[src/srxl_pkg.sv]
// Summary of operation
// [RULE1] Characters carry 8 data bits, or 9 with word-9 set; bit 9 lands in control one.
// [RULE2] Serial bits arrive and shift in least significant bit first.
// [RULE3] Setting receiver enable starts the hunt for a start bit.
// [RULE4] A finished character moves to the receive buffer and sets receive-full.
// [RULE5] Software clears receive-full by status access then data read, before next character.
// [RULE6] Idle line acts like a received character, interrupting when idle enable is set.
// [RULE7] Character done while full sets overrun, buffer kept, receive interrupt if enabled.
// [RULE8] Overrun clears only by status access followed by data read.
// [RULE9] Noise sets noise flag with receive-full, data still stored, no own interrupt.
// [RULE10] Noise flag clears by status access then data read.
// [RULE11] Missing stop bit or break sets framing flag, data still stored.
// [RULE12] Framing flag clears by status access then data read.
// [RULE13] Break reads as framing error with data zero.
// [RULE14] Wait mode changes nothing; any interrupt requests wake-up.
// [RULE15] Halt freezes registers and reception; no wake-up from halt.
// [RULE16] All events share one interrupt line, each paired with its enable.
// [RULE17] An event interrupts only when its enable is set and CPU mask clear.
// [RULE18] Invalid header sets header error and receive interrupt when enabled.
// [RULE19] With auto-resync a header error may block; clear blocked flag, then header error.
// [RULE20] Header error clears by status access then data read.
// [RULE21] Without auto-resync a synch field other than 55h sets header error.
// [RULE22] With monitoring, header not done within 57 bit times after break is an error.
// [RULE23] Data read without prior status access leaves the flags set.
// [RULE24] Reset clears enable, flags and blocked flag; receiver stays idle.
package srxl_pkg;
  localparam logic [7:0]  ADDR_STATUS = 8'h00;
  localparam logic [7:0]  ADDR_DATA   = 8'h04;
  localparam logic [7:0]  ADDR_CTRL   = 8'h08;
  localparam logic [7:0]  ADDR_BAUD   = 8'h0C;
  localparam int          ST_RX_FULL  = 0;
  localparam int          ST_IDLE     = 1;
  localparam int          ST_OVERRUN  = 2;
  localparam int          ST_NOISE    = 3;
  localparam int          ST_FRAMING  = 4;
  localparam int          ST_HDR_ERR  = 5;
  localparam int          ST_HDR_DET  = 6;
  localparam int          ST_BLOCKED  = 7;
  localparam int          CT_RX_EN    = 0;
  localparam int          CT_WORD9    = 1;
  localparam int          CT_RX_IE    = 2;
  localparam int          CT_IDLE_IE  = 3;
  localparam int          CT_HDR_IE   = 4;
  localparam int          CT_RESYNC   = 5;
  localparam int          CT_HDR_MTH  = 6;
  localparam int          CT_LIN      = 7;
  localparam int          CT_NINTH    = 8;
  localparam int          CTRL_W      = 8;
  localparam logic [7:0]  CTRL_RESET  = 8'h00;
  localparam logic [15:0] BAUD_RESET  = 16'h0000;
  localparam logic [3:0]  SMP_A       = 4'h7;
  localparam logic [3:0]  SMP_B       = 4'h8;
  localparam logic [3:0]  SMP_C       = 4'h9;
  localparam logic [3:0]  SMP_LAST    = 4'hF;
  localparam logic [3:0]  BITS_8      = 4'h8;
  localparam logic [3:0]  BITS_9      = 4'h9;
  localparam logic [7:0]  LIN_SYNC    = 8'h55;
  localparam logic [7:0]  BREAK_VALUE = 8'h00;
  localparam int          OVERSAMPLE  = 16;
  localparam int          HDR_BITS    = 57;
  localparam int          HDR_SAMPLES = HDR_BITS * OVERSAMPLE;
  localparam logic [9:0]  HDR_LIMIT   = 10'(HDR_SAMPLES - 1);
  localparam logic [7:0]  FRAME10_SMP = 8'(10 * OVERSAMPLE - 1);
  localparam logic [7:0]  FRAME11_SMP = 8'(11 * OVERSAMPLE - 1);
  typedef enum {RX_IDLE, RX_START, RX_DATA, RX_STOP} srxl_state_t;
  typedef enum {HP_NONE, HP_SYNC, HP_IDENT} srxl_hdr_t;
endpackage

[src/srxl_top.sv]
`timescale 1ns/1ps
module srxl_top
  import srxl_pkg::*;
#(
  parameter int BAUD_W = 16
) (
  input  wire logic        CLK,
  input  wire logic        RST_B,
  input  wire logic        PSEL,
  input  wire logic        PENABLE,
  input  wire logic        PWRITE,
  input  wire logic [7:0]  PADDR,
  input  wire logic [31:0] PWDATA,
  output logic      [31:0] PRDATA,
  output logic             PREADY,
  output logic             PSLVERR,
  input  wire logic        SERIAL_IN_PIN,
  input  wire logic        CPU_IRQ_MASK,
  input  wire logic        WAIT_MODE,
  input  wire logic        HALT_MODE,
  output logic             IRQ,
  output logic             WAKE_REQ
);
  logic              pin_meta_reg;
  logic              pin_reg;
  logic              pready_reg;
  logic              slverr_reg;
  logic [31:0]       prdata_reg;
  logic [CTRL_W-1:0] ctrl_reg;
  logic [BAUD_W-1:0] baud_reg;
  logic [BAUD_W-1:0] div_cnt_reg;
  logic              tick;
  srxl_state_t       state_reg;
  logic [3:0]        smp_cnt_reg;
  logic [3:0]        bit_cnt_reg;
  logic [1:0]        vote_reg;
  logic [8:0]        shift_reg;
  logic              noisy_reg;
  logic              vote;
  logic              unanimous;
  logic              frame_done;
  logic [7:0]        rx_byte;
  logic              rx_ninth;
  logic              is_break;
  logic [7:0]        rx_buf_reg;
  logic              ninth_rx_bit_reg;
  logic              rx_full_reg;
  logic              idle_reg;
  logic              overrun_reg;
  logic              noise_reg;
  logic              framing_reg;
  logic              hdr_err_reg;
  logic              hdr_det_reg;
  logic              blocked_reg;
  logic              status_seen_reg;
  logic [7:0]        idle_cnt_reg;
  logic              idle_armed_reg;
  logic              idle_event;
  srxl_hdr_t         hdr_phase_reg;
  logic [9:0]        hdr_cnt_reg;
  logic              hdr_timeout;
  logic              sync_bad;
  logic              hdr_err_event;
  logic              block_event;
  logic              run;
  logic              xfer;
  logic              status_acc;
  logic              data_read;
  logic              clear_seq;
  logic              blocked_clr;
  logic              rx_live;
  logic [31:0]       rd_mux;
  logic              unmapped;
  logic              irq_next;

  assign run         = !HALT_MODE;
  assign xfer        = PSEL && PENABLE && pready_reg;
  assign status_acc  = xfer && (PADDR == ADDR_STATUS);
  assign data_read   = xfer && !PWRITE && (PADDR == ADDR_DATA);
  assign clear_seq   = data_read && status_seen_reg;   // [RULE23]
  assign blocked_clr = status_acc && PWRITE && PWDATA[ST_BLOCKED];
  assign rx_live     = ctrl_reg[CT_RX_EN] && !blocked_reg;
  assign unmapped    = (PADDR != ADDR_STATUS) && (PADDR != ADDR_DATA) &&
                       (PADDR != ADDR_CTRL) && (PADDR != ADDR_BAUD);

  // Pin crosses in from outside: two flops before any logic
  always_ff @(posedge CLK or negedge RST_B) begin
    if (!RST_B) begin
      pin_meta_reg <= 1'b1;
      pin_reg      <= 1'b1;
    end else begin
      pin_meta_reg <= SERIAL_IN_PIN;
      pin_reg      <= pin_meta_reg;
    end
  end

  // Bus answers with one wait state so decode and read data come from flops
  always_ff @(posedge CLK or negedge RST_B) begin
    if (!RST_B) begin
      pready_reg <= 1'b0;
      slverr_reg <= 1'b0;
      prdata_reg <= 32'h0000_0000;
    end else begin
      pready_reg <= PSEL && PENABLE && !pready_reg;
      slverr_reg <= PSEL && PENABLE && !pready_reg && unmapped;
      if (PSEL && PENABLE && !pready_reg && !PWRITE) begin
        prdata_reg <= rd_mux;
      end
    end
  end

  always_comb begin
    rd_mux = 32'h0000_0000;
    if (PADDR == ADDR_STATUS) begin
      rd_mux[ST_RX_FULL] = rx_full_reg;
      rd_mux[ST_IDLE]    = idle_reg;
      rd_mux[ST_OVERRUN] = overrun_reg;
      rd_mux[ST_NOISE]   = noise_reg;
      rd_mux[ST_FRAMING] = framing_reg;
      rd_mux[ST_HDR_ERR] = hdr_err_reg;
      rd_mux[ST_HDR_DET] = hdr_det_reg;
      rd_mux[ST_BLOCKED] = blocked_reg;
    end else if (PADDR == ADDR_DATA) begin
      rd_mux[7:0] = rx_buf_reg;
    end else if (PADDR == ADDR_CTRL) begin
      rd_mux[CTRL_W-1:0] = ctrl_reg;
      rd_mux[CT_NINTH]   = ninth_rx_bit_reg;
    end else if (PADDR == ADDR_BAUD) begin
      rd_mux[BAUD_W-1:0] = baud_reg;
    end
  end

  // Halt freezes software writes as well
  always_ff @(posedge CLK or negedge RST_B) begin
    if (!RST_B) begin
      ctrl_reg <= CTRL_RESET;                           // [RULE24]
      baud_reg <= BAUD_RESET;
    end else if (run && xfer && PWRITE) begin           // [RULE15]
      if (PADDR == ADDR_CTRL) begin
        ctrl_reg <= PWDATA[CTRL_W-1:0];                 // [RULE3]
      end else if (PADDR == ADDR_BAUD) begin
        baud_reg <= PWDATA[BAUD_W-1:0];
      end
    end
  end

  // Baud divider gives one tick per sixteenth of a bit
  assign tick = run && (div_cnt_reg == '0);
  always_ff @(posedge CLK or negedge RST_B) begin
    if (!RST_B) begin
      div_cnt_reg <= '0;
    end else if (run) begin
      div_cnt_reg <= tick ? baud_reg : div_cnt_reg - 1'b1;
    end
  end

  // Majority of three mid-bit samples; disagreement means noise
  assign vote      = (vote_reg[0] & vote_reg[1]) | (vote_reg[0] & pin_reg) |
                     (vote_reg[1] & pin_reg);
  assign unanimous = (vote_reg[0] == pin_reg) && (vote_reg[1] == pin_reg);
  assign frame_done = tick && (state_reg == RX_STOP) && (smp_cnt_reg == SMP_C);
  assign rx_byte  = ctrl_reg[CT_WORD9] ? shift_reg[7:0] : shift_reg[8:1];   // [RULE1]
  assign rx_ninth = ctrl_reg[CT_WORD9] && shift_reg[8];
  assign is_break = !vote && (rx_byte == BREAK_VALUE) && !rx_ninth;

  always_ff @(posedge CLK or negedge RST_B) begin
    if (!RST_B) begin
      state_reg   <= RX_IDLE;                           // [RULE24]
      smp_cnt_reg <= 4'h0;
      bit_cnt_reg <= 4'h0;
      vote_reg    <= 2'b11;
      shift_reg   <= 9'h000;
      noisy_reg   <= 1'b0;
    end else if (!rx_live) begin
      state_reg <= RX_IDLE;
    end else if (tick) begin                            // [RULE15]
      smp_cnt_reg <= smp_cnt_reg + 1'b1;
      if (smp_cnt_reg == SMP_A) begin
        vote_reg[0] <= pin_reg;
      end
      if (smp_cnt_reg == SMP_B) begin
        vote_reg[1] <= pin_reg;
      end
      case (state_reg)
        RX_IDLE: begin
          smp_cnt_reg <= 4'h0;
          if (!pin_reg) begin                           // [RULE3]
            state_reg <= RX_START;
            noisy_reg <= 1'b0;
          end
        end
        RX_START: begin
          if (smp_cnt_reg == SMP_C) begin
            noisy_reg <= !unanimous;
            if (vote) begin
              state_reg <= RX_IDLE;
            end
          end else if (smp_cnt_reg == SMP_LAST) begin
            state_reg   <= RX_DATA;
            bit_cnt_reg <= 4'h0;
          end
        end
        RX_DATA: begin
          if (smp_cnt_reg == SMP_C) begin
            shift_reg <= {vote, shift_reg[8:1]};        // [RULE2]
            noisy_reg <= noisy_reg | !unanimous;        // [RULE9]
          end else if (smp_cnt_reg == SMP_LAST) begin
            bit_cnt_reg <= bit_cnt_reg + 1'b1;
            if (bit_cnt_reg == (ctrl_reg[CT_WORD9] ? BITS_9 : BITS_8) - 1'b1) begin
              state_reg <= RX_STOP;
            end
          end
        end
        RX_STOP: begin
          if (smp_cnt_reg == SMP_C) begin
            state_reg <= RX_IDLE;
          end
        end
        default: state_reg <= RX_IDLE;
      endcase
    end
  end

  // Idle: one whole frame time of high line after a character
  assign idle_event = tick && idle_armed_reg && (state_reg == RX_IDLE) && pin_reg &&
                      (idle_cnt_reg == (ctrl_reg[CT_WORD9] ? FRAME11_SMP : FRAME10_SMP));
  always_ff @(posedge CLK or negedge RST_B) begin
    if (!RST_B) begin
      idle_cnt_reg   <= 8'h00;
      idle_armed_reg <= 1'b0;
    end else if (run) begin
      if (frame_done) begin
        idle_armed_reg <= 1'b1;
        idle_cnt_reg   <= 8'h00;
      end else if (idle_event) begin
        idle_armed_reg <= 1'b0;
      end else if (tick) begin
        idle_cnt_reg <= (state_reg == RX_IDLE && pin_reg) ? idle_cnt_reg + 1'b1 : 8'h00;
      end
    end
  end

  // Header tracking: break, synch field, identifier
  assign sync_bad    = frame_done && (hdr_phase_reg == HP_SYNC) && (rx_byte != LIN_SYNC);
  assign hdr_timeout = tick && (hdr_phase_reg != HP_NONE) && (hdr_cnt_reg == HDR_LIMIT) &&
                       (ctrl_reg[CT_HDR_MTH] || ctrl_reg[CT_RESYNC]);         // [RULE22]
  assign hdr_err_event = sync_bad || hdr_timeout;                             // [RULE21]
  // Synch compare stands in for the deviation check when resync is on
  assign block_event = ctrl_reg[CT_RESYNC] && (sync_bad ||
                       (hdr_timeout && hdr_phase_reg == HP_SYNC));            // [RULE19]
  always_ff @(posedge CLK or negedge RST_B) begin
    if (!RST_B) begin
      hdr_phase_reg <= HP_NONE;
      hdr_cnt_reg   <= 10'h000;
    end else if (run) begin
      if (tick && hdr_phase_reg != HP_NONE) begin
        hdr_cnt_reg <= hdr_cnt_reg + 1'b1;
      end
      if (frame_done && ctrl_reg[CT_LIN] && is_break) begin
        hdr_phase_reg <= HP_SYNC;
        hdr_cnt_reg   <= 10'h000;
      end else if (hdr_err_event || blocked_clr) begin
        hdr_phase_reg <= HP_NONE;
      end else if (frame_done && hdr_phase_reg == HP_SYNC) begin
        hdr_phase_reg <= HP_IDENT;
      end else if (frame_done && hdr_phase_reg == HP_IDENT) begin
        hdr_phase_reg <= HP_NONE;
      end
    end
  end

  // Flags: a set in the same cycle as the clearing read wins
  always_ff @(posedge CLK or negedge RST_B) begin
    if (!RST_B) begin
      rx_full_reg      <= 1'b0;                         // [RULE24]
      idle_reg         <= 1'b0;
      overrun_reg      <= 1'b0;
      noise_reg        <= 1'b0;
      framing_reg      <= 1'b0;
      hdr_err_reg      <= 1'b0;
      hdr_det_reg      <= 1'b0;
      blocked_reg      <= 1'b0;
      status_seen_reg  <= 1'b0;
      rx_buf_reg       <= 8'h00;
      ninth_rx_bit_reg <= 1'b0;
    end else if (run) begin
      if (status_acc) begin
        status_seen_reg <= 1'b1;
      end else if (data_read) begin
        status_seen_reg <= 1'b0;
      end
      if (frame_done && !rx_full_reg) begin             // [RULE4]
        rx_buf_reg       <= rx_byte;                    // [RULE13]
        ninth_rx_bit_reg <= rx_ninth;                   // [RULE1]
      end
      rx_full_reg <= frame_done || (rx_full_reg && !clear_seq);               // [RULE5]
      idle_reg    <= idle_event || (idle_reg && !clear_seq);                  // [RULE6]
      overrun_reg <= (frame_done && rx_full_reg) || (overrun_reg && !clear_seq); // [RULE7] [RULE8]
      noise_reg   <= (frame_done && !rx_full_reg && (noisy_reg || !unanimous)) ||
                     (noise_reg && !clear_seq);                               // [RULE10]
      framing_reg <= (frame_done && !rx_full_reg && !vote) ||
                     (framing_reg && !clear_seq);                             // [RULE11] [RULE12]
      hdr_err_reg <= hdr_err_event || (hdr_err_reg && !clear_seq);            // [RULE18] [RULE20]
      hdr_det_reg <= (frame_done && hdr_phase_reg == HP_IDENT) || (hdr_det_reg && !clear_seq);
      blocked_reg <= block_event || (blocked_reg && !blocked_clr);
    end
  end

  // One shared line; halt gates only the wake request, IRQ still follows the frozen flags and the CPU mask
  assign irq_next = !CPU_IRQ_MASK && (                                        // [RULE17]
                    (ctrl_reg[CT_RX_IE] && (rx_full_reg || overrun_reg || hdr_err_reg)) ||
                    (ctrl_reg[CT_IDLE_IE] && idle_reg) ||
                    (ctrl_reg[CT_HDR_IE] && hdr_det_reg));                    // [RULE16]
  always_ff @(posedge CLK or negedge RST_B) begin
    if (!RST_B) begin
      IRQ      <= 1'b0;
      WAKE_REQ <= 1'b0;
    end else begin
      IRQ      <= irq_next;
      WAKE_REQ <= irq_next && WAIT_MODE && run;                               // [RULE14]
    end
  end

  assign PRDATA  = prdata_reg;
  assign PREADY  = pready_reg;
  assign PSLVERR = slverr_reg;

  a_full_on_done: assert property (@(posedge CLK) disable iff (!RST_B) // [RULE4]
    frame_done |=> rx_full_reg) else $error("receive-full not set after character");
  a_overrun_keep_buf: assert property (@(posedge CLK) disable iff (!RST_B) // [RULE7]
    frame_done && rx_full_reg |=> overrun_reg && $stable(rx_buf_reg))
    else $error("overrun lost or buffer overwritten");
  a_lone_read_keeps: assert property (@(posedge CLK) disable iff (!RST_B) // [RULE23]
    run && data_read && !status_seen_reg && (framing_reg || overrun_reg) |=>
    (framing_reg || !$past(framing_reg)) && (overrun_reg || !$past(overrun_reg)))
    else $error("error flag cleared without status access");
  a_seq_clears_all: assert property (@(posedge CLK) disable iff (!RST_B) // [RULE8] [RULE12]
    run && clear_seq && !frame_done |=> !rx_full_reg && !overrun_reg && !framing_reg)
    else $error("clear sequence left flags set");
  a_mask_blocks_irq: assert property (@(posedge CLK) disable iff (!RST_B) // [RULE17]
    CPU_IRQ_MASK |=> !IRQ) else $error("interrupt raised while masked");
  a_sync_mismatch: assert property (@(posedge CLK) disable iff (!RST_B) // [RULE21]
    run && sync_bad |=> hdr_err_reg && (hdr_phase_reg == HP_NONE))
    else $error("bad synch field not flagged");
  a_halt_freeze: assert property (@(posedge CLK) disable iff (!RST_B) // [RULE15]
    HALT_MODE |=> $stable(rx_buf_reg) && $stable(rx_full_reg) && !WAKE_REQ)
    else $error("state moved during halt");
  a_break_zero: assert property (@(posedge CLK) disable iff (!RST_B) // [RULE13]
    frame_done && is_break && !rx_full_reg |=> framing_reg && rx_buf_reg == BREAK_VALUE)
    else $error("break not reported as zero framing error");
  a_disabled_idle: assert property (@(posedge CLK) disable iff (!RST_B) // [RULE3]
    !ctrl_reg[CT_RX_EN] |=> state_reg == RX_IDLE) else $error("receiver ran while off");
  c_overrun: cover property (@(posedge CLK) disable iff (!RST_B) frame_done && rx_full_reg);
  c_break: cover property (@(posedge CLK) disable iff (!RST_B) frame_done && is_break);
  c_header: cover property (@(posedge CLK) disable iff (!RST_B)
    frame_done && hdr_phase_reg == HP_IDENT);
  c_idle: cover property (@(posedge CLK) disable iff (!RST_B) idle_event);
endmodule

[config.mk]
export PLATFORM = sky130hd
export DESIGN_NAME = srxl_top
export DESIGN_NICKNAME = d
export VERILOG_FILES = /design/src/srxl_pkg.sv /design/src/srxl_top.sv
export SDC_FILE = /design/constraint.sdc
export NUM_CORES = 1
export LEC_CHECK = 0
export BUFFER_PORTS_ARGS = -buffer_cell sky130_fd_sc_hd__buf_2
export CAP_MARGIN = 20
export CORE_UTILIZATION = 60
export DETAILED_ROUTE_END_ITERATION = 6
export HOLD_SLACK_MARGIN = 0.03
export PLACE_DENSITY = 0.8
export SLEW_MARGIN = 20
export SYNTH_ARGS = -nofsm -noshare
export SYNTH_HDL_FRONTEND = slang
export SYNTH_SLANG_ARGS = --single-unit
[constraint.sdc]
create_clock -name CLK -period 6.1 [get_ports CLK]
set_input_delay 0.305 -clock CLK [delete_from_list [all_inputs] [get_ports CLK]]
set_output_delay 0.305 -clock CLK [all_outputs]
set_load 0.01 [all_outputs]
# Yosys cells after proc, flatten, opt, wreduce, memory -nomap -nowiden
# Cells that the tools add are included.
[op_classes]
n_addsub = 6
mul = 0
div = 0
order_cmp = 0
eq_ne = 38
shift = 0
n_mux = 46
bitwise_logic = 8
n_reduce_logical = 114
[op_table]
columns = ["op", "count"]
rows = [
  ["$mux 32", 14],
  ["$pmux 32 s4", 1],
  ["$eq 32x2->1 const B", 3],
  ["$mux 8", 9],
  ["$eq 32x3->1 const B", 2],
  ["$logic_not 32->1", 2],
  ["$logic_and 1x1->1", 57],
  ["$eq 32x1->1 const B", 1],
  ["$mux 16", 2],
  ["$reduce_bool 32->1", 1],
  ["$mux 10", 2],
  ["$mux 4", 5],
  ["$ne 2x2->1 const B", 9],
  ["$logic_or 1x1->1", 17],
  ["$eq 8x4->1 const B", 2],
  ["$logic_not 16->1", 1],
  ["$logic_not 8->1", 2],
  ["$ne 8x4->1 const B", 2],
  ["$sub 16x1->16 const B", 1],
  ["$ne 3x3->1 const B", 5],
  ["$reduce_and 2->1", 7],
  ["$eq 4x4->1 const B", 3],
  ["$reduce_and 3->1", 4],
  ["$logic_not 1->1", 11],
  ["30 further kinds", 49],
]
[word_totals]
register_bits = 183
latch_bits = 0
ram_bits = 0
mem_bits_ro = 0
inputBits = 49
output_inout_bits = 36
word_cells = 244
mem_count = 0

# Depth between registers and ports, before layout
# Gate-level depths: netlist of the first run.
[logic_depth]
depth_word = 10
depth_mapped = 9
mapped_depth_nobuf = 7

# Worst setup path after synthesis of the first run
# OpenSTA, ideal clock, no wires.
[synth_path]
path_type = "reg2reg"
from = "register div_cnt_reg[0]"
to = "register shift_reg[0]"
setup_ns = 0.125
arrival_ns = 2.083
path_slack_ns = 3.893
stages_incl_launch_ff = 9
period_less_slack_ns = 2.207
path_cell_list = "dfrtp_1 -> inv_1 -> ha_1 -> nor4b_1 -> and4b_1 -> buf_4 -> nand3_1 -> nor2_4 -> mux2_2"
[synth_between]
elab_chain_cells = 3
[synth_lines]
columns = ["element", "line_no", "text"]
rows = [
  ["from (decl)", "srxl_top.sv:31", "logic [BAUD_W-1:0] div_cnt_reg;"],
  ["from (signal assigned)", "srxl_top.sv:153", "div_cnt_reg <= tick ? baud_reg : div_cnt_reg - 1'b1;"],
  ["$logic_not 16->1", "srxl_top.sv:148", "assign tick = run && (div_cnt_reg == '0);"],
  ["$logic_and 1x1->1", "srxl_top.sv:148", ""],
  ["$reduce_and 4->1 (no source line)", "-", ""],
  ["to (signal assigned)", "srxl_top.sv:205", "shift_reg <= {vote, shift_reg[8:1]};"],
  ["to (decl)", "srxl_top.sv:37", "logic [8:0] shift_reg;"],
]
# No other way between the ends.
# A chain may end at the register's enable or synchronous reset.

# Final worst setup path of the first run
[layout_path]
from = "register div_cnt_reg[0]"
to = "register hdr_phase_reg[1]"
[layout_between]
elab_chain_cells = 10
word_cells_on_any_way = 19
[layout_lines]
columns = ["element", "line_no", "text"]
rows = [
  ["$logic_not 16->1 (*)", "srxl_top.sv:148", ""],
  ["$logic_and 1x1->1 (*)", "srxl_top.sv:148", ""],
  ["$logic_and 1x1->1 (2 in series)", "srxl_top.sv:161", "assign frame_done = tick && (state_reg == RX_STOP) && (smp_cnt_reg == SMP_C);"],
  ["$logic_and 1x1->1", "srxl_top.sv:244, srxl_top.sv:264", ""],
  ["$logic_and 1x1->1", "srxl_top.sv:244", "assign sync_bad = frame_done && (hdr_phase_reg == HP_SYNC) && (rx_byte != LIN_SYNC);"],
  ["$logic_or 1x1->1", "srxl_top.sv:247", "assign hdr_err_event = sync_bad || hdr_timeout;"],
  ["$logic_or 1x1->1", "srxl_top.sv:262", "end else if (hdr_err_event || blocked_clr) begin"],
  ["$reduce_bool 4->1 (no source line) / $mux 32 (equally long branches)", "-", ""],
  ["$reduce_and 2->1 (no source line) / $mux 32 (equally long branches)", "-", ""],
  ["to (signal assigned)", "srxl_top.sv:263", "hdr_phase_reg <= HP_NONE;"],
  ["to (signal assigned)", "srxl_top.sv:265", "hdr_phase_reg <= HP_IDENT;"],
  ["to (signal assigned)", "srxl_top.sv:267", "hdr_phase_reg <= HP_NONE;"],
  ["to (decl)", "srxl_top.sv:59", "srxl_hdr_t hdr_phase_reg;"],
]
# Every way passes the cells marked *; elsewhere a longest branch is shown, timed or not.

==> implementation parameters, run 1 <==
Parameter                              Value

Placed design
  Count of input and output buffers    52
  Half-perimeter wire length after placement    10.6 mm
  Routability congestion estimate from global placement    0.848

Power and ir drop
  Tot Pwr    2.09 mW
  Total power per unit cell area    276 nW/µm²
  Peak supply drop    0.209 mV
  Cell leakage power    3.44 nW

Detailed routing
  DRC violations left    0
  Number of violations reported at the end of detailed-routing iteration 0    497
  Wire per inst    19.3 µm
  Via-per-instance ratio    6.44
  Via count    5,348
  Wire length reported by the detailed router    16.0 mm
  Final antenna-violating net count    0
  Number of optimization iterations in the first detailed-route pass    7

Synth
  Synth Warn #    0
  Async set-or-reset flop fraction in the synthesized netlist    100%
  Area of the mapped netlist    6550 µm²
  Post-synthesis area per instance    10.5 µm²
  Count of different cell masters after synthesis    74
  Cell type contributing the most total cell area after synthesis    sky130_fd_sc_hd__dfrtp_1
  Most area-consuming cells after synthesis    sky130_fd_sc_hd__dfrtp_1 45%, sky130_fd_sc_hd__mux2_2 5.7%, sky130_fd_sc_hd__o21ai_0 3.1%
  Top flip-flop cell by instance count after synthesis    sky130_fd_sc_hd__dfrtp_1
  Number of enable flip-flop cells after synthesis    0
  Post-Synthesis Cells    621
  Flip-flop and latch count after synthesis    123
  Portion of the post-synthesis area used by sequential elements    47.1%
  Area share of the largest cell type after synthesis    45.5%

Timing
  Final hold violation count    0
  Setup violation total in the final timing report    0
  Accumulated negative setup slack    0 ns
  Maximum clock frequency    0.321 GHz
  Crit share post-route    51.1%
  Post-layout min period    3.12 ns
  Transition time at the pin with the least slew margin    0.992 ns
  Unrepaired setup endpoints after global routing    false
  Relative slew margins    33.8%
  Final clock skew    0.00962 ns
  Max-slew violation count    0

Critical path
  Kind of capture point of the worst setup path    flip-flop
  Highest-delay cell along the critical path    sky130_fd_sc_hd__nor2_1
  CP Max Fanout    14
  Crit-path cells    inv_1 > ha_1 > nor4b_1 > nand4b_1 > nor2_1 > a221oi_1 > or2_1
  Type of the worst setup path    flip-flop to flip-flop
  Origin of the critical flop-to-flop path    div_cnt_reg[0]
  CP bufs+invs    1
  Setup crit start    div_cnt_reg[0]
  Stage delay of the slowest cell on the critical path    0.86 ns
  Largest delay share family, worst path    simple AND/OR/NAND/NOR gates
  Data arrival time at the worst-slack endpoint    3.53 ns
  Kind of start point of the critical path    flip-flop
  Data required time of the worst path    6.51 ns

GRT
  Number of global-route vias before repair    5,166
  Tot GR Track Use    30.1%
  Maximum number of pins on one net before global-route repair    81
  First-pass GRT wire length    26.2 mm
  Total congestion overflow after global routing    0
  Number of antenna violations at the first check in global routing    0

Floorplanning
  Floorplan die area    11,300 µm²
  Number of cell rows    37
  Starting density of the core    62.6%
  DIE HEIGHT    106 µm
  Width of the chip    106 µm
  I/O pin count    85
  Core area    10,500 µm²

Clocking
  Hold buffer count at CTS    13
  Clock latency reported for the late side of the worst-skew pair    0.53 ns
  Number of buffers inserted during clock tree synthesis    17
  Count of buffers added by post-CTS timing repair for setup    0
  CTS resizes    0
  Clock tree from TritonCTS    done
  Num Clock Sinks    123
  CTS Root Cell    sky130_fd_sc_hd__clkbuf_8
  CTS clk-pin slew, worst paths    0.06 ns
  CTS H-tree depth    4
  Maximum clock insertion buffer count    2

Outcome
  Outcome    complete, no violations

Hold path
  Source of the worst hold timing path    PWDATA[11]
  Class of the worst hold path    input port to flip-flop

Cells and area
  ANT cells    0
  Fill cell instance count of the final layout    744
  Ratio of cells with drive above 1 in the final layout    21.9%
  Relative area change from synthesis to final layout    15.9%
  Final net count    744

Job
  Max-cap check violation count    0
==> layout make-up <==
class	instances	area, µm²	area share (%)
multi-input cells	446	3200	42.1
clock inverters	15	214	2.82
flip-flops and latches	123	3080	40.6
repair buffers	69	423	5.57
well taps	136	170	2.24
clock buffers	17	414	5.46
inverters	24	90.1	1.19
==> power breakdown <==
group	total [mW]	switching, mW	leakage [nW]	internal [mW]
logic	0.138	0.0849	1.53	0.0527
clock network	1.07	0.395	0.305	0.672
registers	0.890	0.0489	1.61	0.841
total	2.09	0.529	3.44	1.57
==> metrics by stage <==
step           utilization, %  hold WS, ns  cell area (µm²)  cells  setup WS (ns)
2_1_floorplan               -      0.00941             6610    636           3.89
3_3_place_gp             65.3        0.331             6830    785           3.01
3_5_place_dp             65.3        0.336             6830    785           3.04
4_1_cts                  72.6       0.0347             7590    830           3.08
5_1_grt                  72.6       0.0414             7590    830           2.86
6_report                 72.6       0.0380             7590    830           2.98
==> layer usage <==
layer | vias to the layer above | GRT usage [%] | routed length [µm]
met2 | 262 | 48.7 | 7620
met4 | 0 | 12.1 | 522
met5 | - | 0 | 0
met1 | 2629 | 40.3 | 6820
li1 | 2411 | - | -
met3 | 46 | 5.52 | 1090
==> path summary, 6_finish.rpt <==
| path | end | slack (ns) | depth (start not counted) |
|---|---|---|---|
| setup / recovery | hdr_phase_reg[1] | 2.98 | 7 |
| hold / removal | baud_reg[11] | 0.04 | 2 |
| setup reg to reg | hdr_phase_reg[1] | 2.98 | 7 |
| hold reg to reg | pin_reg | 0.36 | 0 |
| max in group asynchronous | shift_reg[2] | 4.38 | 3 |
| min in group asynchronous | PRDATA[10] | 0.32 | 2 |
==> logic make-up after synthesis <==
logic type      count (synthesis)  synth area share (%)
buf+inv                        67                  5.04
simple gates                  208                  18.1
compound gates                143                  15.2
other cells                     1                0.0573
fa+ha+maj                      14                  2.67
flops                         123                  47.1
xor+xnor                        9                  1.20
mux                            56                  10.7
==> synthesized netlist by cell type (8+ instances only) <==
| cell type | n |
|---|---|
| sky130_fd_sc_hd__nand3_1 | 23 |
| sky130_fd_sc_hd__mux4_2 | 8 |
| sky130_fd_sc_hd__mux2i_1 | 15 |
| sky130_fd_sc_hd__ha_1 | 14 |
| sky130_fd_sc_hd__nor3_1 | 14 |
| sky130_fd_sc_hd__a31oi_1 | 9 |
| sky130_fd_sc_hd__nor4_1 | 11 |
| sky130_fd_sc_hd__o21ai_0 | 41 |
| sky130_fd_sc_hd__a22o_1 | 19 |
| sky130_fd_sc_hd__a21oi_1 | 19 |
| sky130_fd_sc_hd__nor2_1 | 38 |
| sky130_fd_sc_hd__and3_1 | 9 |
| sky130_fd_sc_hd__dfrtp_1 | 119 |
| sky130_fd_sc_hd__nand2_1 | 42 |
| sky130_fd_sc_hd__clkbuf_1 | 16 |
| sky130_fd_sc_hd__nand4_1 | 12 |
| sky130_fd_sc_hd__buf_4 | 17 |
| sky130_fd_sc_hd__mux2_2 | 33 |
| sky130_fd_sc_hd__inv_1 | 24 |
==> cell usage in the layout (no fill, tap or decap), types with 9 or more instances in the layout <==
master                          count
sky130_fd_sc_hd__dfrtp_1          119
sky130_fd_sc_hd__buf_2             51
sky130_fd_sc_hd__nand2_1           42
sky130_fd_sc_hd__o21ai_0           41
sky130_fd_sc_hd__nor2_1            38
sky130_fd_sc_hd__mux2_2            33
sky130_fd_sc_hd__inv_1             24
sky130_fd_sc_hd__nand3_1           23
sky130_fd_sc_hd__a21oi_1           19
sky130_fd_sc_hd__a22o_1            19
sky130_fd_sc_hd__conb_1            16
sky130_fd_sc_hd__clkbuf_16         16
sky130_fd_sc_hd__mux2i_1           15
sky130_fd_sc_hd__ha_1              14
sky130_fd_sc_hd__nor3_1            13
sky130_fd_sc_hd__dlygate4sd3_1     13
sky130_fd_sc_hd__nand4_1           12
sky130_fd_sc_hd__nor4_1            11
sky130_fd_sc_hd__and3_1             9
sky130_fd_sc_hd__a31oi_1            9
==> worst register-to-register path: cells and delay by family, from the launching register on <==
| family | cells | cell delay, ns |
|---|---|---|
| AOI/OAI and AO/OA | 1 | 0.20 |
| adders and majority gates | 1 | 0.24 |
| buffers and inverters | 1 | 0.10 |
| DFF | 1 | 0.41 |
| and+or+nand+nor | 4 | 2.06 |
Power figures use the tool's default switching activity.
==> inputs of run 2 (changes only) <==
ABC_AREA = 1   (was default)
CORE_UTILIZATION = 53   (was 60)
PLACE_DENSITY = 0.75   (was 0.8)
clock period = 2.7 ns   (was 6.1 ns; I/O delays follow)
==> run 2 against run 1 <==
Worst hold slack improved by 0.017 ns. Clock skew is 0.0030 ns lower. Synthesized cell count up 38%. Via count grew 9.6%. Die area increased by 16%. Clock-buffer cell count up 7. Critical path depth up 3. Area after synthesis up 2.7%. Total power increased to 2.6 times the previous value. Critical endpoint is now noise_reg.
==> implementation parameters, run 2 <==
Parameter                              Value

Clocking
  CTS resizes    0 (unchanged)
  Clock tree from TritonCTS    done (unchanged)
  Number of buffers inserted during clock tree synthesis    17 (unchanged)
  CTS clk-pin slew, worst paths    0.05 ns (was 0.06 ns)
  Maximum clock insertion buffer count    2 (unchanged)
  Num Clock Sinks    123 (unchanged)
  Hold buffer count at CTS    21 (was 13)
  Clock latency reported for the late side of the worst-skew pair    0.42 ns (was 0.53 ns)
  CTS Root Cell    sky130_fd_sc_hd__clkbuf_16 (was sky130_fd_sc_hd__clkbuf_8)
  CTS H-tree depth    4 (unchanged)
  Count of buffers added by post-CTS timing repair for setup    0 (unchanged)

GRT
  Number of antenna violations at the first check in global routing    0 (unchanged)
  Total congestion overflow after global routing    0 (unchanged)
  First-pass GRT wire length    27.0 mm (was 26.2 mm)
  Number of global-route vias before repair    5,507 (was 5,166)
  Maximum number of pins on one net before global-route repair    56 (was 81)
  Tot GR Track Use    27.0% (was 30.1%)

Detailed routing
  DRC violations left    0 (unchanged)
  Via count    5,859 (was 5,348)
  Wire length reported by the detailed router    16.0 mm (about the same)
  Final antenna-violating net count    0 (unchanged)
  Via-per-instance ratio    5.26 (was 6.44)
  Wire per inst    14.3 µm (was 19.3 µm)
  Number of violations reported at the end of detailed-routing iteration 0    484 (was 497)
  Number of optimization iterations in the first detailed-route pass    5 (was 7)

Synth
  Most area-consuming cells after synthesis    sky130_fd_sc_hd__dfrtp_1 44%, sky130_fd_sc_hd__nand2_1 11%, sky130_fd_sc_hd__inv_1 6.3% (was sky130_fd_sc_hd__dfrtp_1 45%, sky130_fd_sc_hd__mux2_2 5.7%, sky130_fd_sc_hd__o21ai_0 3.1%)
  Dominant cell by count in the synthesized netlist    sky130_fd_sc_hd__nand2_1 (was sky130_fd_sc_hd__dfrtp_1)
  Area of the mapped netlist    6720 µm² (was 6550 µm²)
  Top flip-flop cell by instance count after synthesis    sky130_fd_sc_hd__dfrtp_1 (unchanged)
  Async set-or-reset flop fraction in the synthesized netlist    100% (unchanged)
  Post-Synthesis Cells    856 (was 621)
  Area share of the largest cell type after synthesis    44.3% (was 45.5%)
  Portion of the post-synthesis area used by sequential elements    45.9% (was 47.1%)
  Post-synthesis area per instance    7.85 µm² (was 10.5 µm²)
  Synth Warn #    0 (unchanged)
  Top post-synthesis cells by count    198 x sky130_fd_sc_hd__nand2_1, 119 x sky130_fd_sc_hd__dfrtp_1, 112 x sky130_fd_sc_hd__inv_1 (was 119 x sky130_fd_sc_hd__dfrtp_1, 42 x sky130_fd_sc_hd__nand2_1, 41 x sky130_fd_sc_hd__o21ai_0)
  Number of enable flip-flop cells after synthesis    0 (unchanged)
  Cell type contributing the most total cell area after synthesis    sky130_fd_sc_hd__dfrtp_1 (unchanged)
  Flip-flop and latch count after synthesis    123 (unchanged)
  Count of different cell masters after synthesis    46 (was 74)

Cells and area
  Area of all placed cells without fillers    7940 µm² (was 7590 µm²)
  Highest-count cells in the layout ignoring fill and taps    198 x sky130_fd_sc_hd__nand2_1, 119 x sky130_fd_sc_hd__dfrtp_1, 112 x sky130_fd_sc_hd__inv_1 (was 119 x sky130_fd_sc_hd__dfrtp_1, 51 x sky130_fd_sc_hd__buf_2, 42 x sky130_fd_sc_hd__nand2_1)
  ANT cells    0 (unchanged)
  Ratio of cells with drive above 1 in the final layout    13.5% (was 21.9%)
  Relative area change from synthesis to final layout    18.1% (was 15.9%)
  Commonest non-fill, non-tap cell in the layout    sky130_fd_sc_hd__nand2_1 (was sky130_fd_sc_hd__dfrtp_1)
  Final net count    996 (was 744)
  Count of non-filler cells in the finished layout    1,113 (was 830)

Hold path
  Source of the worst hold timing path    PWDATA[7] (was PWDATA[11])
  Depth of the worst hold-timing path    3 (was 2)
  Hold Path End    baud_reg[7] (was baud_reg[11])
  Class of the worst hold path    input port to flip-flop (unchanged)

Critical path
  Data arrival time at the worst-slack endpoint    2.62 ns (was 3.53 ns)
  Stage delay of the slowest cell on the critical path    0.40 ns (was 0.86 ns)
  Kind of capture point of the worst setup path    flip-flop (unchanged)
  Type of the worst setup path    flip-flop to flip-flop (unchanged)
  Origin of the critical flop-to-flop path    div_cnt_reg[0] (unchanged)
  Worst reg2reg path endpoint    noise_reg (was hdr_phase_reg[1])
  CP Max Fanout    25 (was 14)
  Worst Reg-to-Reg Cells    10 (was 7)
  Kind of start point of the critical path    flip-flop (unchanged)
  Data required time of the worst path    3.02 ns (was 6.51 ns)
  Highest-delay cell along the critical path    sky130_fd_sc_hd__nand2_1 (was sky130_fd_sc_hd__nor2_1)
  Setup crit start    div_cnt_reg[0] (unchanged)
  Worst-case register-to-register setup slack    0.41 ns (was 2.98 ns)
  Crit-path cells    inv_1 > ha_1 > inv_1 > nor2_1 > nand2_1 > nor2_2 > nand2_4 > nor2_8 > nand2_1 > o22ai_1 (was inv_1 > ha_1 > nor4b_1 > nand4b_1 > nor2_1 > a221oi_1 > or2_1)

Floorplanning
  Width of the chip    115 µm (was 106 µm)
  Starting density of the core    55.1% (was 62.6%)
  Core area    12,200 µm² (was 10,500 µm²)
  Number of cell rows    40 (was 37)
  Floorplan die area    13,100 µm² (was 11,300 µm²)
  I/O pin count    85 (unchanged)
  DIE HEIGHT    115 µm (was 106 µm)

Timing
  Setup violation total in the final timing report    0 (unchanged)
  Final hold violation count    0 (unchanged)
  Post-layout min period    2.29 ns (was 3.12 ns)
  Transition time at the pin with the least slew margin    0.727 ns (was 0.992 ns)
  Maximum clock frequency    0.436 GHz (was 0.321 GHz)
  Max-slew violation count    0 (unchanged)
  Final worst-path setup slack    0.408 ns (was 2.98 ns)
  Relative slew margins    51.5% (was 33.8%)
  Unrepaired setup endpoints after global routing    false (unchanged)
  Crit share post-route    84.9% (was 51.1%)
  Final clock skew    0.00660 ns (was 0.00962 ns)
  Accumulated negative setup slack    0 ns (unchanged)

Placed design
  Number of instances in the placed design    1,061 (was 785)
  Placed instance area    7080 µm² (was 6830 µm²)
  Pre-CTS WS    0.438 ns (was 3.04 ns)
  Routability congestion estimate from global placement    0.883 (was 0.848)
  Count of input and output buffers    52 (unchanged)
  Half-perimeter wire length after placement    11.2 mm (was 10.6 mm)

Power and ir drop
  Cell leakage power    4.04 nW (was 3.44 nW)
  Total power per unit cell area    677 nW/µm² (was 276 nW/µm²)
  Peak supply drop    0.640 mV (was 0.209 mV)

Outcome
  Outcome    complete, no violations (unchanged)

Job
  Max-cap check violation count    0 (unchanged)
run 2: worst max-delay path by stage:
stage	end	slack (ns)	cells past startpoint
4_1_cts	noise_reg	0.42	10
3_5_place_dp	rx_buf_reg[5]	0.44	11
3_3_place_gp	noise_reg	0.46	10
6_report	noise_reg	0.41	10
5_1_grt	rx_buf_reg[4]	0.20	11
2_1_floorplan	idle_cnt_reg[6]	0.96	9
run 2: layout make-up:
type                    count  area (µm²)
well taps                 168         210
inverters                 116         438
fillers                  1027        4270
clock inverters             7         160
flip-flops and latches    123        3080
clock buffers              24         492
repair buffers             80         538
multi-input cells         595        3020
run 2: worst max-delay path: cells and delay by family (launching register included):
| family | cells | cell delay [ns] |
|---|---|---|
| compound gates | 1 | 0.31 |
| buf+inv | 2 | 0.21 |
| fa+ha+maj | 1 | 0.22 |
| simple gates | 6 | 1.10 |
| flops | 1 | 0.35 |
run 2: cells by family (layout without fill, tap and decap cells):
| group | after synthesis | after routing | synth area share [%] |
|---|---|---|---|
| AND/OR/NAND/NOR | 389 | 389 | 25.8 |
| flip-flops | 123 | 123 | 45.9 |
| XOR/XNOR | 9 | 9 | 1.17 |
| multiplexers | 8 | 8 | 1.30 |
| buffers and inverters | 153 | 227 | 10.1 |
| other | 1 | 16 | 0.0558 |
| adder cells (fa/ha/maj) | 14 | 14 | 2.61 |
| AO/OA/AOI/OAI | 159 | 159 | 13.2 |
run 2: per-stage QoR:
stage          hold slack, ns  power [mW]  utilization, %
3_5_place_dp            0.242        2.86            58.0
3_3_place_gp            0.239        2.85            58.0
5_1_grt                0.0713        5.64            65.0
4_1_cts                0.0359        5.41            65.0
2_1_floorplan          -0.161        2.67               -
6_report               0.0553        5.38            65.0
run 2: where the power goes:
part,leakage [nW],internal [mW],switching [mW]
clock network,0.320,1.73,0.786
logic,2.13,0.292,0.477
registers,1.59,1.97,0.129
run 2: metal layers:
layer / GRT usage, % / routed length (µm) / up-vias
li1: - / - / 2919
met1: 35.3 / 7060 / 2732
met2: 42.9 / 7690 / 173
met3: 6.03 / 753 / 35
met4: 12.7 / 450 / 0
met5: 0 / 0 / -
==> inputs of run 3 (changes only) <==
CORE_UTILIZATION = 58   (was 53)
PLACE_DENSITY = 0.78   (was 0.75)
clock period = 2.26 ns   (was 2.7 ns; I/O delays follow)
==> run 3 against run 2 <==
Maximum frequency is 8.5% higher. Core utilization up 6.5 points. Clock power grew 13%. Setup slack got worse by 0.26 ns. Clock-buffer cell count is 3 lower. Flip-flop and latch count did not move. Non-clock buffer count is 6 higher. Final cell count is 1.9% lower. Sequential power rose by 20%.
==> implementation parameters, run 3 (synthesis gave the netlist of run 2 again) <==
Parameter                              Value

Outcome
  Outcome    complete, no violations (unchanged)

Floorplanning
  DIE HEIGHT    110 µm (was 115 µm)
  Core area    11,100 µm² (was 12,200 µm²)
  Number of cell rows    38 (was 40)
  Width of the chip    110 µm (was 115 µm)
  Floorplan die area    12,000 µm² (was 13,100 µm²)
  I/O pin count    85 (unchanged)
  Starting density of the core    60.7% (was 55.1%)

Critical path
  Kind of start point of the critical path    flip-flop (unchanged)
  Crit-path cells    inv_1 > ha_1 > inv_1 > nor2_1 > nand2_1 > nor2_2 > nand2_4 > buf_4 > o21ai_0 > inv_1 > nand2_1 > nand2_1 (was inv_1 > ha_1 > inv_1 > nor2_1 > nand2_1 > nor2_2 > nand2_4 > nor2_8 > nand2_1 > o22ai_1)
  Crit. path cell count    12 (was 10)
  End point of the critical path    div_cnt_reg[15] (was noise_reg)
  CP Max Fanout    19 (was 25)
  Data required time of the worst path    2.57 ns (was 3.02 ns)
  Largest delay share family, worst path    simple AND/OR/NAND/NOR gates (unchanged)
  CP bufs+invs    4 (was 2)
  Highest-delay cell along the critical path    sky130_fd_sc_hd__o21ai_0 (was sky130_fd_sc_hd__nand2_1)
  Worst Reg-to-Reg Cells    12 (was 10)
  Type of the worst setup path    flip-flop to flip-flop (unchanged)
  Kind of capture point of the worst setup path    flip-flop (unchanged)
  Worst-case register-to-register setup slack    0.15 ns (was 0.41 ns)
  Origin of the critical flop-to-flop path    div_cnt_reg[1] (was div_cnt_reg[0])
  Worst reg2reg path endpoint    div_cnt_reg[15] (was noise_reg)
  Data arrival time at the worst-slack endpoint    2.42 ns (was 2.62 ns)
  Setup crit start    div_cnt_reg[1] (was div_cnt_reg[0])
  Stage delay of the slowest cell on the critical path    0.41 ns (was 0.40 ns)

Clocking
  Clock latency reported for the late side of the worst-skew pair    0.42 ns (about the same)
  CTS Root Cell    sky130_fd_sc_hd__clkbuf_16 (unchanged)
  Num Clock Sinks    123 (unchanged)
  CTS clk-pin slew, worst paths    0.06 ns (was 0.05 ns)
  CTS H-tree depth    4 (unchanged)
  Number of buffers inserted during clock tree synthesis    17 (unchanged)
  Clock tree from TritonCTS    done (unchanged)
  Maximum clock insertion buffer count    2 (unchanged)

Cells and area
  Highest-count cells in the layout ignoring fill and taps    198 x sky130_fd_sc_hd__nand2_1, 119 x sky130_fd_sc_hd__dfrtp_1, 112 x sky130_fd_sc_hd__inv_1 (unchanged)
  ANT cells    0 (unchanged)
  Final net count    1,002 (was 996)
  Ratio of cells with drive above 1 in the final layout    14.4% (was 13.5%)
  Relative area change from synthesis to final layout    17.9% (was 18.1%)
  Area of all placed cells without fillers    7920 µm² (was 7940 µm²)
  Post-layout utilization of the core    71.5% (was 65.0%)
  Commonest non-fill, non-tap cell in the layout    sky130_fd_sc_hd__nand2_1 (unchanged)

Timing
  Final clock skew    0.00704 ns (was 0.00660 ns)
  Max-slew violation count    0 (unchanged)
  Crit share post-route    93.4% (was 84.9%)
  Setup violation total in the final timing report    0 (unchanged)
  Accumulated negative setup slack    0 ns (unchanged)
  Transition time at the pin with the least slew margin    0.612 ns (was 0.727 ns)
  Relative slew margins    59.2% (was 51.5%)
  Maximum clock frequency    0.474 GHz (was 0.436 GHz)
  Post-layout min period    2.11 ns (was 2.29 ns)
  Unrepaired setup endpoints after global routing    false (unchanged)
  Final Hold Slack    0.0491 ns (was 0.0553 ns)
  Final hold violation count    0 (unchanged)

GRT
  Maximum number of pins on one net before global-route repair    52 (was 56)
  First-pass GRT wire length    26.9 mm (was 27.0 mm)
  Number of antenna violations at the first check in global routing    0 (unchanged)
  Total congestion overflow after global routing    0 (unchanged)
  Tot GR Track Use    29.6% (was 27.0%)
  Number of global-route vias before repair    5,885 (was 5,507)

Job
  Max-cap check violation count    0 (unchanged)

Detailed routing
  Wire length reported by the detailed router    16.5 mm (was 16.0 mm)
  DRC violations left    0 (unchanged)
  Via count    6,053 (was 5,859)
  Final antenna-violating net count    0 (unchanged)
  Wire per inst    15.1 µm (was 14.3 µm)
  Via-per-instance ratio    5.54 (was 5.26)
  Number of optimization iterations in the first detailed-route pass    5 (unchanged)
  Number of violations reported at the end of detailed-routing iteration 0    537 (was 484)

Hold path
  Class of the worst hold path    input port to flip-flop (unchanged)

Power and ir drop
  Peak supply drop    0.841 mV (was 0.640 mV)
  Total power per unit cell area    793 nW/µm² (was 677 nW/µm²)
  Cell leakage power    4.05 nW (was 4.04 nW)

Placed design
  Routability congestion estimate from global placement    0.940 (was 0.883)
  Placed instance area    7080 µm² (about the same)
  Count of input and output buffers    52 (unchanged)
  Half-perimeter wire length after placement    11.8 mm (was 11.2 mm)
[run 3: cell count changes in the layout (fill, tap and decap cells not counted)]
cell / previous run / this run
sky130_fd_sc_hd__dlygate4sd3_1: 21 / 22
sky130_fd_sc_hd__buf_4: 7 / 12
sky130_fd_sc_hd__bufinv_16: 5 / 3
sky130_fd_sc_hd__clkinv_2: 2 / 4
sky130_fd_sc_hd__clkinvlp_4: 0 / 3
sky130_fd_sc_hd__clkbuf_1: 3 / 0
sky130_fd_sc_hd__clkinv_4: 0 / 1
[run 3: area by class of cell]
| type | count | area (µm²) |
|---|---|---|
| clock buffers | 21 | 480 |
| clock inverters | 11 | 141 |
| fillers | 854 | 3150 |
| inverters | 116 | 438 |
| multi-input cells | 595 | 3020 |
| flip-flops and latches | 123 | 3080 |
| well taps | 140 | 175 |
| repair buffers | 86 | 586 |
[run 3: how the worst min path moves through the flow]
stage          start        to  slack [ns]  cells after the start
5_1_grt         PSEL   PSLVERR        0.08                      5
6_report        PSEL   PSLVERR        0.05                      5
3_5_place_dp   RST_B  WAKE_REQ        0.17                      1
2_1_floorplan  RST_B       IRQ       -0.18                      0
4_1_cts         PSEL   PSLVERR        0.03                      5
3_3_place_gp   RST_B  WAKE_REQ        0.17                      1
[run 3: worst reg2reg max path: stages, from the launching register on]
cell and delay, ns:
sky130_fd_sc_hd__dfrtp_1 0.38, sky130_fd_sc_hd__inv_1 0.11, sky130_fd_sc_hd__ha_1 0.21, sky130_fd_sc_hd__inv_1 0.06, sky130_fd_sc_hd__nor2_1 0.08, sky130_fd_sc_hd__nand2_1 0.07, sky130_fd_sc_hd__nor2_2 0.12, sky130_fd_sc_hd__nand2_4 0.13
sky130_fd_sc_hd__buf_4 0.23, sky130_fd_sc_hd__o21ai_0 0.41, sky130_fd_sc_hd__inv_1 0.10, sky130_fd_sc_hd__nand2_1 0.08, sky130_fd_sc_hd__nand2_1 0.04
[run 3: per-layer routing]
metal	track usage [%]	share of wire [%]	vias up
li1	-	-	2926
met1	35.8	42	2862
met2	49.0	49	217
met3	8.06	5.7	48
met4	14.5	3.2	0
met5	0	0	-
[run 3: power by group]
part	internal [mW]	leakage, nW	switching (mW)	total (mW)
Combinational	0.356	2.15	0.588	0.943
Clock	1.84	0.301	0.995	2.84
Sequential	2.35	1.59	0.157	2.51
[run 3: timing repair]
action,4_1_cts,5_1_grt
resized for setup,0,0
endpoints found under the hold margin,69,0
hold buffers,22,0
buffers inserted,0,0
[run 3: per-stage QoR]
stage	power (mW)	cells	worst slack, ns
global placement	3.39	1038	0.357
floorplan	3.20	871	0.520
finish	6.29	1092	0.148
CTS	6.30	1092	0.242
detailed placement	3.44	1038	0.256
global route	6.58	1092	0.0280
